`src/logic/iomap_regs.svh`:
```
`ifndef IOMAP_REGS_SVH
`define IOMAP_REGS_SVH

// Object indices, primary and alternative
`define IOM_IDX_DIN 16'h6000
`define IOM_IDX_DIN_ALT 16'h2000
`define IOM_IDX_DOUT 16'h6200
`define IOM_IDX_DOUT_ALT 16'h2100
`define IOM_IDX_AIN 16'h6401
`define IOM_IDX_AIN_ALT 16'h2400
`define IOM_IDX_AOUT 16'h6411
`define IOM_IDX_AOUT_ALT 16'h2500
// Raw image byte views, event status and mask
`define IOM_IDX_IN_IMG 16'h3f00
`define IOM_IDX_OUT_IMG 16'h3f01
`define IOM_IDX_EV_STAT 16'h3f10
`define IOM_IDX_EV_MASK 16'h3f11

// First subindex of each digital and analog object
`define IOM_SUB_BASE 8'h01

// Event bit positions and event field width
`define IOM_EV_FAULT 0
`define IOM_EV_EMCY 1
`define IOM_EV_BADACC 2
`define IOM_EV_W 3

// Reset values
`define IOM_DOUT_RST 8'h00
`define IOM_AOUT_RST 16'h0000
`define IOM_MASK_RST 3'h0

`endif

```
`src/logic/iomap_pkg.sv`:
```
package iomap_pkg;

  typedef struct packed {
    logic [15:0] index;
    logic [7:0] sub;
  } obj_addr_s;

  typedef struct packed {
    logic [7:0] channel;
    logic [7:0] status;
  } emcy_s;

endpackage

```
`src/logic/io_process_image_mapper.sv`:
```
// Operation
// RL1: Each switched output channel has its own fault flag, channel 1 at bit 0.
// RL2: Fault flag zero means healthy, one means overload, short or open load.
// RL3: Output image bit k drives switched output channel k+1.
// RL4: Fault byte is read under the digital input index or its alternative.
// RL5: Switched output byte is written under the digital output index or its alternative.
// RL6: Analog inputs pass only the 16-bit value; the status byte is withheld.
// RL7: Analog input words sit in the image low byte first.
// RL8: Analog input words precede digital input bytes in the input image.
// RL9: Analog input channel k is subindex n+k-1 at byte offset 2(k-1).
// RL10: A one-channel input module gives measurement then reference on two subindices.
// RL11: Analog outputs take only a 16-bit value; no control byte is writable.
// RL12: Analog output status byte goes out as an emergency message.
// RL13: Analog output words are taken from the image low byte first.
// RL14: Analog output words precede digital output bytes in the output image.
// RL15: Analog output channel k is its own subindex of the output object or alternative.
// RL16: Outputs hold their last written value until a new write arrives.
//
// Added by the designer: the strobed register port and the placing of the registers.
`include "iomap_regs.svh"
`timescale 1ns/1ps
`default_nettype none

module io_process_image_mapper
  import iomap_pkg::*;
#(
  parameter int AI_CH = 4,
  parameter int AO_CH = 4
)
(
  input wire logic clk_i,
  input wire logic rst_n_i,
  input wire obj_addr_s addr_i,
  input wire logic [15:0] wdata_i,
  input wire logic wr_i,
  input wire logic rd_i,
  output logic [15:0] rdata_o,
  input wire logic [7:0] fault_i,
  output logic [7:0] dout_o,
  input wire logic [AI_CH-1:0][15:0] ain_i,
  input wire logic [AO_CH-1:0][7:0] aout_stat_i,
  output logic [AO_CH-1:0][15:0] aout_o,
  output logic emcy_valid_o,
  output emcy_s emcy_o,
  output logic irq_o
);

  // ****************************************************************
  // Object decode
  // ****************************************************************
  localparam logic [7:0] AI_BYTES = 8'(2 * AI_CH);
  localparam logic [7:0] AO_BYTES = 8'(2 * AO_CH);

  function automatic logic sub_in(input logic [7:0] sub, input logic [7:0] cnt);
    sub_in = (sub >= `IOM_SUB_BASE) && ((sub - `IOM_SUB_BASE) < cnt);
  endfunction

  wire logic [7:0] sub_idx_w = addr_i.sub - `IOM_SUB_BASE;
  wire logic din_hit_w = ((addr_i.index == `IOM_IDX_DIN) ||
                          (addr_i.index == `IOM_IDX_DIN_ALT)) &&
                         (addr_i.sub == `IOM_SUB_BASE); // RL4
  wire logic dout_hit_w = ((addr_i.index == `IOM_IDX_DOUT) ||
                           (addr_i.index == `IOM_IDX_DOUT_ALT)) &&
                          (addr_i.sub == `IOM_SUB_BASE); // RL5
  wire logic ain_hit_w = ((addr_i.index == `IOM_IDX_AIN) ||
                          (addr_i.index == `IOM_IDX_AIN_ALT)) &&
                         sub_in(addr_i.sub, 8'(AI_CH)); // RL9 RL10
  wire logic aout_hit_w = ((addr_i.index == `IOM_IDX_AOUT) ||
                           (addr_i.index == `IOM_IDX_AOUT_ALT)) &&
                          sub_in(addr_i.sub, 8'(AO_CH)); // RL15
  wire logic inimg_hit_w = (addr_i.index == `IOM_IDX_IN_IMG) && (addr_i.sub <= AI_BYTES);
  wire logic outimg_hit_w = (addr_i.index == `IOM_IDX_OUT_IMG) && (addr_i.sub <= AO_BYTES);
  wire logic stat_hit_w = (addr_i.index == `IOM_IDX_EV_STAT) && (addr_i.sub == 8'h00);
  wire logic mask_hit_w = (addr_i.index == `IOM_IDX_EV_MASK) && (addr_i.sub == 8'h00);

  // Only the output objects, raw output image and mask take writes
  wire logic wr_ok_w = dout_hit_w || aout_hit_w || outimg_hit_w || mask_hit_w; // RL11
  wire logic rd_ok_w = din_hit_w || dout_hit_w || ain_hit_w || aout_hit_w ||
                       inimg_hit_w || outimg_hit_w || stat_hit_w || mask_hit_w;
  wire logic bad_acc_w = (wr_i && !wr_ok_w) || (rd_i && !rd_ok_w);

  // ****************************************************************
  // Pin synchronisers
  // ****************************************************************
  logic [7:0] fault_s1_q;
  logic [7:0] fault_s2_q;
  logic [7:0] fault_prev_q;
  logic [AI_CH-1:0][15:0] ain_s1_q;
  logic [AI_CH-1:0][15:0] ain_s2_q;
  logic [AO_CH-1:0][7:0] stat_s1_q;
  logic [AO_CH-1:0][7:0] stat_s2_q;

  // Only the value word of each analog input is brought in
  always_ff @(posedge clk_i or negedge rst_n_i)
  begin
    if (!rst_n_i)
    begin
      fault_s1_q <= 8'h00;
      fault_s2_q <= 8'h00;
      fault_prev_q <= 8'h00;
      ain_s1_q <= '0;
      ain_s2_q <= '0; // RL6
      stat_s1_q <= '0;
      stat_s2_q <= '0;
    end
    else
    begin
      fault_s1_q <= fault_i;
      fault_s2_q <= fault_s1_q; // RL1
      fault_prev_q <= fault_s2_q;
      ain_s1_q <= ain_i;
      ain_s2_q <= ain_s1_q; // RL6
      stat_s1_q <= aout_stat_i;
      stat_s2_q <= stat_s1_q;
    end
  end

  // ****************************************************************
  // Output image
  // ****************************************************************
  logic [7:0] dout_q;
  logic [AO_CH-1:0][15:0] aout_q;

  // Digital byte sits right after the analog words in the raw output image
  wire logic dout_we_w = wr_i && (dout_hit_w || (outimg_hit_w && addr_i.sub == AO_BYTES)); // RL14

  always_ff @(posedge clk_i or negedge rst_n_i)
  begin
    if (!rst_n_i)
      dout_q <= `IOM_DOUT_RST;
    else if (dout_we_w)
      dout_q <= wdata_i[7:0]; // RL3
  end

  genvar g;
  generate
    for (g = 0; g < AO_CH; g++)
    begin : g_aout
      wire logic word_we_w = wr_i && aout_hit_w && (sub_idx_w == 8'(g)); // RL15
      wire logic byte_we_w = wr_i && outimg_hit_w && (addr_i.sub[7:1] == 7'(g)) &&
                             (addr_i.sub < AO_BYTES);
      always_ff @(posedge clk_i or negedge rst_n_i)
      begin
        if (!rst_n_i)
          aout_q[g] <= `IOM_AOUT_RST;
        else if (word_we_w)
          aout_q[g] <= wdata_i; // RL11
        else if (byte_we_w && !addr_i.sub[0])
          aout_q[g][7:0] <= wdata_i[7:0]; // RL13
        else if (byte_we_w)
          aout_q[g][15:8] <= wdata_i[7:0]; // RL13
      end // RL16
    end
  endgenerate

  // ****************************************************************
  // Emergency reporting of analog output status
  // ****************************************************************
  logic [AO_CH-1:0][7:0] stat_rep_q;
  logic emcy_hit;
  logic [7:0] emcy_ch;

  // Lowest channel whose status differs from what was last reported
  always_comb
  begin
    emcy_hit = 1'b0;
    emcy_ch = 8'h00;
    for (int i = 0; i < AO_CH; i++)
    begin
      if (!emcy_hit && (stat_s2_q[i] != stat_rep_q[i]))
      begin
        emcy_hit = 1'b1;
        emcy_ch = 8'(i);
      end
    end
  end

  generate
    for (g = 0; g < AO_CH; g++)
    begin : g_stat
      always_ff @(posedge clk_i or negedge rst_n_i)
      begin
        if (!rst_n_i)
          stat_rep_q[g] <= 8'h00;
        else if (emcy_hit && (emcy_ch == 8'(g)))
          stat_rep_q[g] <= stat_s2_q[g]; // RL12
      end
    end
  endgenerate

  wire emcy_s emcy_w = '{channel: emcy_ch, status: stat_s2_q[emcy_ch]};

  always_ff @(posedge clk_i or negedge rst_n_i)
  begin
    if (!rst_n_i)
    begin
      emcy_valid_o <= 1'b0;
      emcy_o <= '0;
    end
    else
    begin
      emcy_valid_o <= emcy_hit; // RL12
      emcy_o <= emcy_hit ? emcy_w : emcy_o;
    end
  end

  // ****************************************************************
  // Events and interrupt
  // ****************************************************************
  logic [`IOM_EV_W-1:0] ev_stat_q;
  logic [`IOM_EV_W-1:0] ev_mask_q;

  wire logic fault_rise_w = |(fault_s2_q & ~fault_prev_q); // RL2
  wire logic [`IOM_EV_W-1:0] ev_set_w = {bad_acc_w, emcy_hit, fault_rise_w};
  wire logic ev_clr_w = rd_i && stat_hit_w;
  // A new event in the clearing cycle survives
  wire logic [`IOM_EV_W-1:0] ev_stat_d = (ev_clr_w ? '0 : ev_stat_q) | ev_set_w;

  always_ff @(posedge clk_i or negedge rst_n_i)
  begin
    if (!rst_n_i)
    begin
      ev_stat_q <= '0;
      ev_mask_q <= `IOM_MASK_RST;
      irq_o <= 1'b0;
    end
    else
    begin
      ev_stat_q <= ev_stat_d;
      if (wr_i && mask_hit_w)
        ev_mask_q <= wdata_i[`IOM_EV_W-1:0];
      irq_o <= |(ev_stat_q & ev_mask_q);
    end
  end

  // ****************************************************************
  // Read path
  // ****************************************************************
  // Analog words first, then the digital byte; low byte at even offset
  wire logic [15:0] in_word_w = ain_s2_q[addr_i.sub[7:1]];
  wire logic [15:0] out_word_w = aout_q[addr_i.sub[7:1]];
  wire logic [7:0] in_byte_w = (addr_i.sub == AI_BYTES) ? fault_s2_q : // RL8
                               (addr_i.sub[0] ? in_word_w[15:8] : in_word_w[7:0]); // RL7
  wire logic [7:0] out_byte_w = (addr_i.sub == AO_BYTES) ? dout_q :
                                (addr_i.sub[0] ? out_word_w[15:8] : out_word_w[7:0]);
  wire logic [15:0] rd_mux_w =
    din_hit_w ? {8'h00, fault_s2_q} : // RL1
    dout_hit_w ? {8'h00, dout_q} :
    ain_hit_w ? ain_s2_q[sub_idx_w] : // RL9
    aout_hit_w ? aout_q[sub_idx_w] :
    inimg_hit_w ? {8'h00, in_byte_w} :
    outimg_hit_w ? {8'h00, out_byte_w} :
    stat_hit_w ? 16'(ev_stat_q) :
    mask_hit_w ? 16'(ev_mask_q) : 16'h0000;

  always_ff @(posedge clk_i or negedge rst_n_i)
  begin
    if (!rst_n_i)
      rdata_o <= 16'h0000;
    else
      rdata_o <= rd_i ? rd_mux_w : 16'h0000;
  end

  assign dout_o = dout_q;
  assign aout_o = aout_q;
endmodule

`default_nettype wire

```
`config.mk`:
```
export PLATFORM = sky130hd
export DESIGN_NAME = io_process_image_mapper
export DESIGN_NICKNAME = d
export VERILOG_FILES = /design/src/logic/iomap_pkg.sv /design/src/logic/io_process_image_mapper.sv
export VERILOG_INCLUDE_DIRS = /design/src /design/src/logic
export SDC_FILE = /design/constraint.sdc
export NUM_CORES = 1
export LEC_CHECK = 0
export ABC_AREA = 1
export BUFFER_PORTS_ARGS = -buffer_cell sky130_fd_sc_hd__buf_2
export CAP_MARGIN = 20
export CORE_ASPECT_RATIO = 1.25
export CORE_UTILIZATION = 55
export CTS_CLUSTER_DIAMETER = 60
export DETAILED_ROUTE_END_ITERATION = 10
export PLACE_DENSITY_LB_ADDON = 0.3
export SLEW_MARGIN = 15
export SYNTH_ARGS = -nofsm -noshare
export SYNTH_HDL_FRONTEND = slang
export SYNTH_SLANG_ARGS = --single-unit
```
`constraint.sdc`:
```
create_clock -name clk_i -period 3.3 [get_ports clk_i]
set_input_delay 0 -clock clk_i [delete_from_list [all_inputs] [get_ports clk_i]]
set_output_delay 0 -clock clk_i [all_outputs]
set_load 0.005 [all_outputs]
```
==> results of run 1 <==
-- path summary, 6_finish.rpt --
path,from,endpoint,slack (ps),cells past startpoint
max in group asynchronous,rst_n_i,stat_s1_q[6],2230,3
setup reg to reg,ain_s2_q[25],rdata_o[1],560,13
setup / recovery,addr_i[2],rdata_o[1],350,17
hold reg to reg,ain_s1_q[5],ain_s2_q[5],340,0
min in group clk_i,addr_i[10],ev_mask_q[2],120,6
hold / removal,rst_n_i,aout_o[15],70,2
-- synth_stat cells, drive strengths merged --
library cell and n:
a211oi 1, a21oi 91, a22oi 6, and2 1, and3 1, buf 28
clkbuf 44, clkinv 4, conb 1, dfrtp 354, ha 4, inv 169
mux2 1, nand2 345, nand3 137, nand3b 1, nand4 15, nor2 199
nor3 9, nor4 2, o211ai 46, o21a 1, o21ai 164, o22ai 6
o31ai 1, o41ai 1, or2 8, xnor2 9, xor2 13
-- layer usage --
metal | up-vias | track usage | share of wire
met2 | 669 | 0.570 | 0.49
met1 | 6262 | 0.416 | 0.37
li1 | 6084 | - | -
met5 | - | 0 | 0
met3 | 138 | 0.0462 | 0.075
met4 | 0 | 0.186 | 0.057
-- per-stage QoR --
stage	power, W	hold slack (ps)
global placement	0.00531	34.6
floorplan	0.00496	-296
CTS	0.00971	97.2
global route	0.0100	114
finish	0.00971	70.0
detailed placement	0.00532	42.7
-- kinds of logic (layout without fill, tap and decap cells) --
family | Yosys count | after routing | synth area share
buffers and inverters | 245 | 624 | 0.0666
multiplexers | 1 | 1 | 0.000751
other | 1 | 6 | 0.000250
AO/OA/AOI/OAI | 317 | 317 | 0.121
adder cells (fa/ha/maj) | 4 | 4 | 0.00334
XOR/XNOR | 22 | 22 | 0.0128
AND/OR/NAND/NOR | 718 | 718 | 0.204
flip-flops | 354 | 354 | 0.590
-- registers in the layout, indices dropped and copies added (netlist names), 8 cells and up --
signal        flops
rdata_o          16
ain_s2_q         64
fault_s1_q        8
dout_o            8
fault_s2_q        8
stat_s1_q        32
stat_s2_q        32
stat_rep_q       32
fault_prev_q      8
aout_o           64
emcy_o           10
ain_s1_q         64
-- worst register-to-register path, stage by stage, from the launching register on --
cell and delay [ps]:
dfrtp_1 370, or2_2 290, nand3_1 160, nand3_1 150
nand2_1 130, nor2_1 50, nor2_1 90, nand3_1 70
nand2_1 80, nand2_1 60, nand2_1 50, dlygate4sd3_1 540
nor2_1 40, dlygate4sd3_1 540
-- layout make-up --
class                   instances  area share
clock buffers                  45      0.0516
flip-flops and latches        354       0.465
well taps                     345      0.0227
multi-input cells            1068       0.271
repair buffers                391       0.141
inverters                     173      0.0346
clock inverters                15      0.0140
-- repair_timing --
item / CTS / global route
endpoints found under the hold margin: 237 / 0
hold buffers: 125 / 0
setup buffers: 0 / 0
resized for setup: 0 / 0
-- power by group --
group	switching, W	total [W]	internal [W]	leakage, nW
logic	0.000497	0.000808	0.000311	4.41
registers	0.0000783	0.00457	0.00450	4.30
clock network	0.00167	0.00432	0.00265	0.597
==> summary.md, run 1 <==
| Metric | Value |
|---|---|
| Outcome | finished, final reports clean |
| Yosys top cell by area | dfrtp_1 |
| Worst slew margin | 0.313 |
| Slew @ Worst Pin | 1030 ps |
| Layout Nets | 2,174 |
| Starting Density | 0.559 |
| Row count | 67 |
| Power per Cell Area | 510 nW/um^2 |
| WL per Instance | 19.4 um |
| RSZ-0062 raised after global routing | false |
| # DRC | 0 |
| Sequential Area | 8860 um^2 |
| Filler instances | 1,999 |
| Slowest CP cell | dlygate4sd3_1 |
| Die width | 150 um |
| Achievable frequency | 339 MHz |
| Setup crit end kind | register |
| Post-synth top area share | 0.590 |
| Hold Crit Class | in2async |
| Clk_skew | 24.3 ps |
| Slowest cell delay on critical path | 540 ps |
| Yosys cell types | 49 |
| Minimum clock period | 2950 ps |
| Core Area | 26,800 um^2 |
| Maximum resistive drop on vdd | 653 uV |
| Insertion delay to the later sink of the worst-skew pair | 520 ps |
| Pin count of the biggest net entering global routing | 112 |
| Finished layout cell area | 19,000 um^2 |
| Die Ht | 187 um |
| Post-layout util | 0.710 |
| Via Count | 13,200 |
| Die ar. | 27,900 um^2 |
| First-pass GRT wire length | 70.9 mm |
| Crit path DAT | 3330 ps |
| CTS tree | built |
| First-pass DRT Iterations | 5 |
| Post-DP HPWL | 31.1 mm |
| Most common cell after layout, fill and taps aside | dfrtp_1 |
| Place WS | 659 ps |
| Ys Warns | 0 |
| Clock Tree Buf Depth | 3 |
| Drt via density | 5.50 |
| GRT Util Overall | 0.337 |
| CP Launch Type | input port |
| Number of synthesized register bits | 354 |
| Share of layout cells above drive strength 1 | 0.185 |
| Syn Area/Cell | 9.03 um^2 |
| Setup slack after layout | 354 ps |
| Most frequent cells in the layout | dfrtp_1 (354), nand2_1 (340), buf_2 (246), nor2_1 (187), inv_1 (161) |
| Dpl cells | 2,206 |
| CP most frequent cell | nand2_1 |
| Input/output buffers | 247 |
| Placer Congestion | 1.04 |
| Initial DRC count | 970 |
| Multi-input gate area | 5170 um^2 |
| Syn-to-layout area delta | 26.9% |
| Critical path class | in2reg |
| Bufs and invs on worst path | 5 |
| Area contributors post-synth | dfrtp_1 (59%), nand2_1 (8.5%), nor2_1 (4.7%) |
| Number of buffers created by CTS | 34 |
| Sequential share of the synthesized area | 0.590 |
| Mapped cell area | 15,000 um^2 |
| Lkg Pwr | 9.31 nW |
| Maximum fanout along the worst path | 17 |
| Final Hold Vio Count | 0 |
| Critical Path RT | 3690 ps |
| Setup total negative slack | 0 ps |
| Final cell count without fillers | 2,391 |
| Synth Instances | 1,662 |
| Crit-path leading delay family | buffers and inverters |
| Max cap viols | 0 |
| I/O Pins | 254 |
| Antenna diode count | 0 |
| Root buffer cell | clkbuf_16 |
| Placed inst area | 16,500 um^2 |
| Finish-stage setup viols | 0 |
| Initial antenna violation count | 0 |
| Vias in the first global route | 12,800 |
| Antenna-violating nets left | 0 |
| Clock Pin Slew Worst Setup and Hold Paths | 60 ps |
| Maximum level of the CTS H-tree | 2 |
| Detailed-route wire length | 46.3 mm |
| Global route overflow | 0 |
| Fin. max-slew vios | 0 |
| Fin crit share | 0.893 |
| Clock Sinks | 354 |
| Crit-path cells | buf_2, inv_2, nand2_1, buf_4, or2_2, nand3_1, nand3_1, nand2_1, nor2_1, nor2_1, nand3_1, nand2_1, nand2_1, nand2_1, dlygate4sd3_1, nor2_1, dlygate4sd3_1 |
Note: power is estimated with default switching activity, not from simulation.
==> inputs of run 2 (changes only) <==
Settings changed: BUFFER_PORTS_ARGS -buffer_cell sky130_fd_sc_hd__buf_2 to not set, DONT_BUFFER_PORTS set to 1.
==> run 2 against run 1 <==
  * The run now ends with hold timing left
  * Clock-buffer cell count shrank 1
  * Worst hold slack lost 900 ps
  * Utilization shrank 4.3 points
  * Critical path type unchanged
==> summary.md, run 2 (same netlist as run 1, synthesis figures left out) <==
| Metric | Value |
|---|---|
| Core Area | 26,800 um^2 |
| Clock Tree Buf Depth | 3 |
| I/O Pins | 254 |
| Die ar. | 27,900 um^2 |
| Share of layout cells above drive strength 1 | 0.0735 |
| Hold Slack | -828 ps |
| Achievable frequency | 311 MHz |
| Place WS | 765 ps |
| Detailed-route wire length | 44.9 mm |
| Number of buffers created by CTS | 36 |
| Vias in the first global route | 12,700 |
| Row count | 67 |
| Maximum level of the CTS H-tree | 2 |
| Lkg Pwr | 8.23 nW |
| Clock Sinks | 354 |
| Crit path DAT | 3680 ps |
| Input/output buffers | 0 |
| # hold bufs at CTS | 148 |
| Initial antenna violation count | 0 |
| Setup crit end kind | register |
| Insertion delay to the later sink of the worst-skew pair | 530 ps |
| Pwr Total | 0.00913 W |
| Initial DRC count | 1,186 |
| Antenna diode count | 0 |
| First-pass DRT Iterations | 6 |
| Clk_skew | 17.8 ps |
| Post-DP HPWL | 29.6 mm |
| Via Count | 12,500 |
| Finish-stage setup viols | 0 |
| Fin crit share | 0.974 |
| First-pass GRT wire length | 69.5 mm |
| # DRC | 0 |
| Syn-to-layout area delta | 19.2% |
| Placer Congestion | 1.08 |
| WL per Instance | 20.7 um |
| Power per Cell Area | 510 nW/um^2 |
| CP Launch Type | input port |
| Outcome | finished, violations left |
| Maximum fanout along the worst path | 10 |
| Pin count of the biggest net entering global routing | 355 |
| Setup slack after layout | 86.4 ps |
| Worst slew margin | 0.327 |
| Drt via density | 5.77 |
| Starting Density | 0.559 |
| CTS tree | built |
| GRT Util Overall | 0.328 |
| Maximum resistive drop on vdd | 559 uV |
| Max cap viols | 0 |
| Minimum clock period | 3210 ps |
| Antenna-violating nets left | 0 |
| Global route overflow | 0 |
| Slew @ Worst Pin | 1010 ps |
| Failing checks | hold timing |
| Critical path class | in2reg |
| Die Ht | 187 um |
| Critical Path RT | 3760 ps |
| Most frequent cells in the layout | dfrtp_1 (354), nand2_1 (339), nor2_1 (187), inv_1 (161), dlygate4sd3_1 (147) |
| Most common cell after layout, fill and taps aside | dfrtp_1 |
| Final Hold Vio Count | 354 |
| Root buffer cell | clkbuf_16 |
| Die width | 150 um |
| Hold Crit Class | in2async |
| Clock Pin Slew Worst Setup and Hold Paths | 70 ps |
| Fin. max-slew vios | 0 |
| Layout Nets | 1,950 |
run 2: changes by cell type in the layout (fill, tap and decap cells not counted), sizes merged:
cell	delta
bufinv	-6
clkbuf	-1
inv	+3
clkinvlp	-1
buf	-248
clkinv	+7
dlygate4sd3	+22
run 2: report_power, final:
part           leakage [nW]  switching [W]  internal, W
logic                  3.38       0.000360     0.000244
registers              4.30      0.0000783      0.00450
clock network         0.556        0.00172      0.00223
run 2: final timing paths:
check | startpoint | end | slack, ps | cells past startpoint
worst max-delay path | wr_i | aout_o[39] | 90 | 11
worst min-delay path | rst_n_i | aout_o[45] | -830 | 0
worst max register to register | aout_o[17] | rdata_o[1] | 540 | 16
worst min register to register | ain_s1_q[56] | ain_s2_q[56] | 340 | 0
max in group asynchronous | rst_n_i | rdata_o[0] | 3400 | 0
min in group clk_i | addr_i[1] | aout_o[42] | 10 | 3
run 2: layout make-up:
cell class                      instances  area [um^2]
Clock buffer                           44          981
Fill cell                            2092         8940
Inverter                              173          658
Sequential cell                       354         8860
Timing Repair Buffer                  165         1620
Multi-Input combinational cell       1068         5170
Tap cell                              345          432
Clock inverter                         18          165
run 2: per-layer routing:
layer / global-route usage / wire, um / part of all wire / vias up
met3: 0.0773 / 4650 / 0.10 / 213
met5: 0 / 0 / 0 / -
met4: 0.211 / 3180 / 0.071 / 0
met2: 0.529 / 21400 / 0.48 / 826
li1: - / - / - / 5635
met1: 0.391 / 15600 / 0.35 / 5838
run 2: critical path: stages:
cell,delay [ps]
dlygate4sd3_1,650
inv_1,200
nor3_1,180
dlygate4sd3_1,630
nand3_4,150
o31ai_4,360
buf_4,240
nand2_1,50
dlygate4sd3_1,560
o21ai_1,80
dlygate4sd3_1,570
run 2: what timing repair did:
action	in CTS	in global routing
endpoints found under the hold margin	552	354
buffers inserted	0	4
endpoints found under the setup margin	0	5
resized for setup	0	1
run 2: metrics by stage:
step	area (um^2)	utilization	TNS, ps	cells
2_1_floorplan	15000	-	0	1667
3_3_place_gp	15200	0.567	0	1953
3_5_place_dp	15200	0.567	0	1953
4_1_cts	17800	0.665	0	2163
5_1_grt	17900	0.667	-2.62	2167
6_report	17900	0.667	0	2167
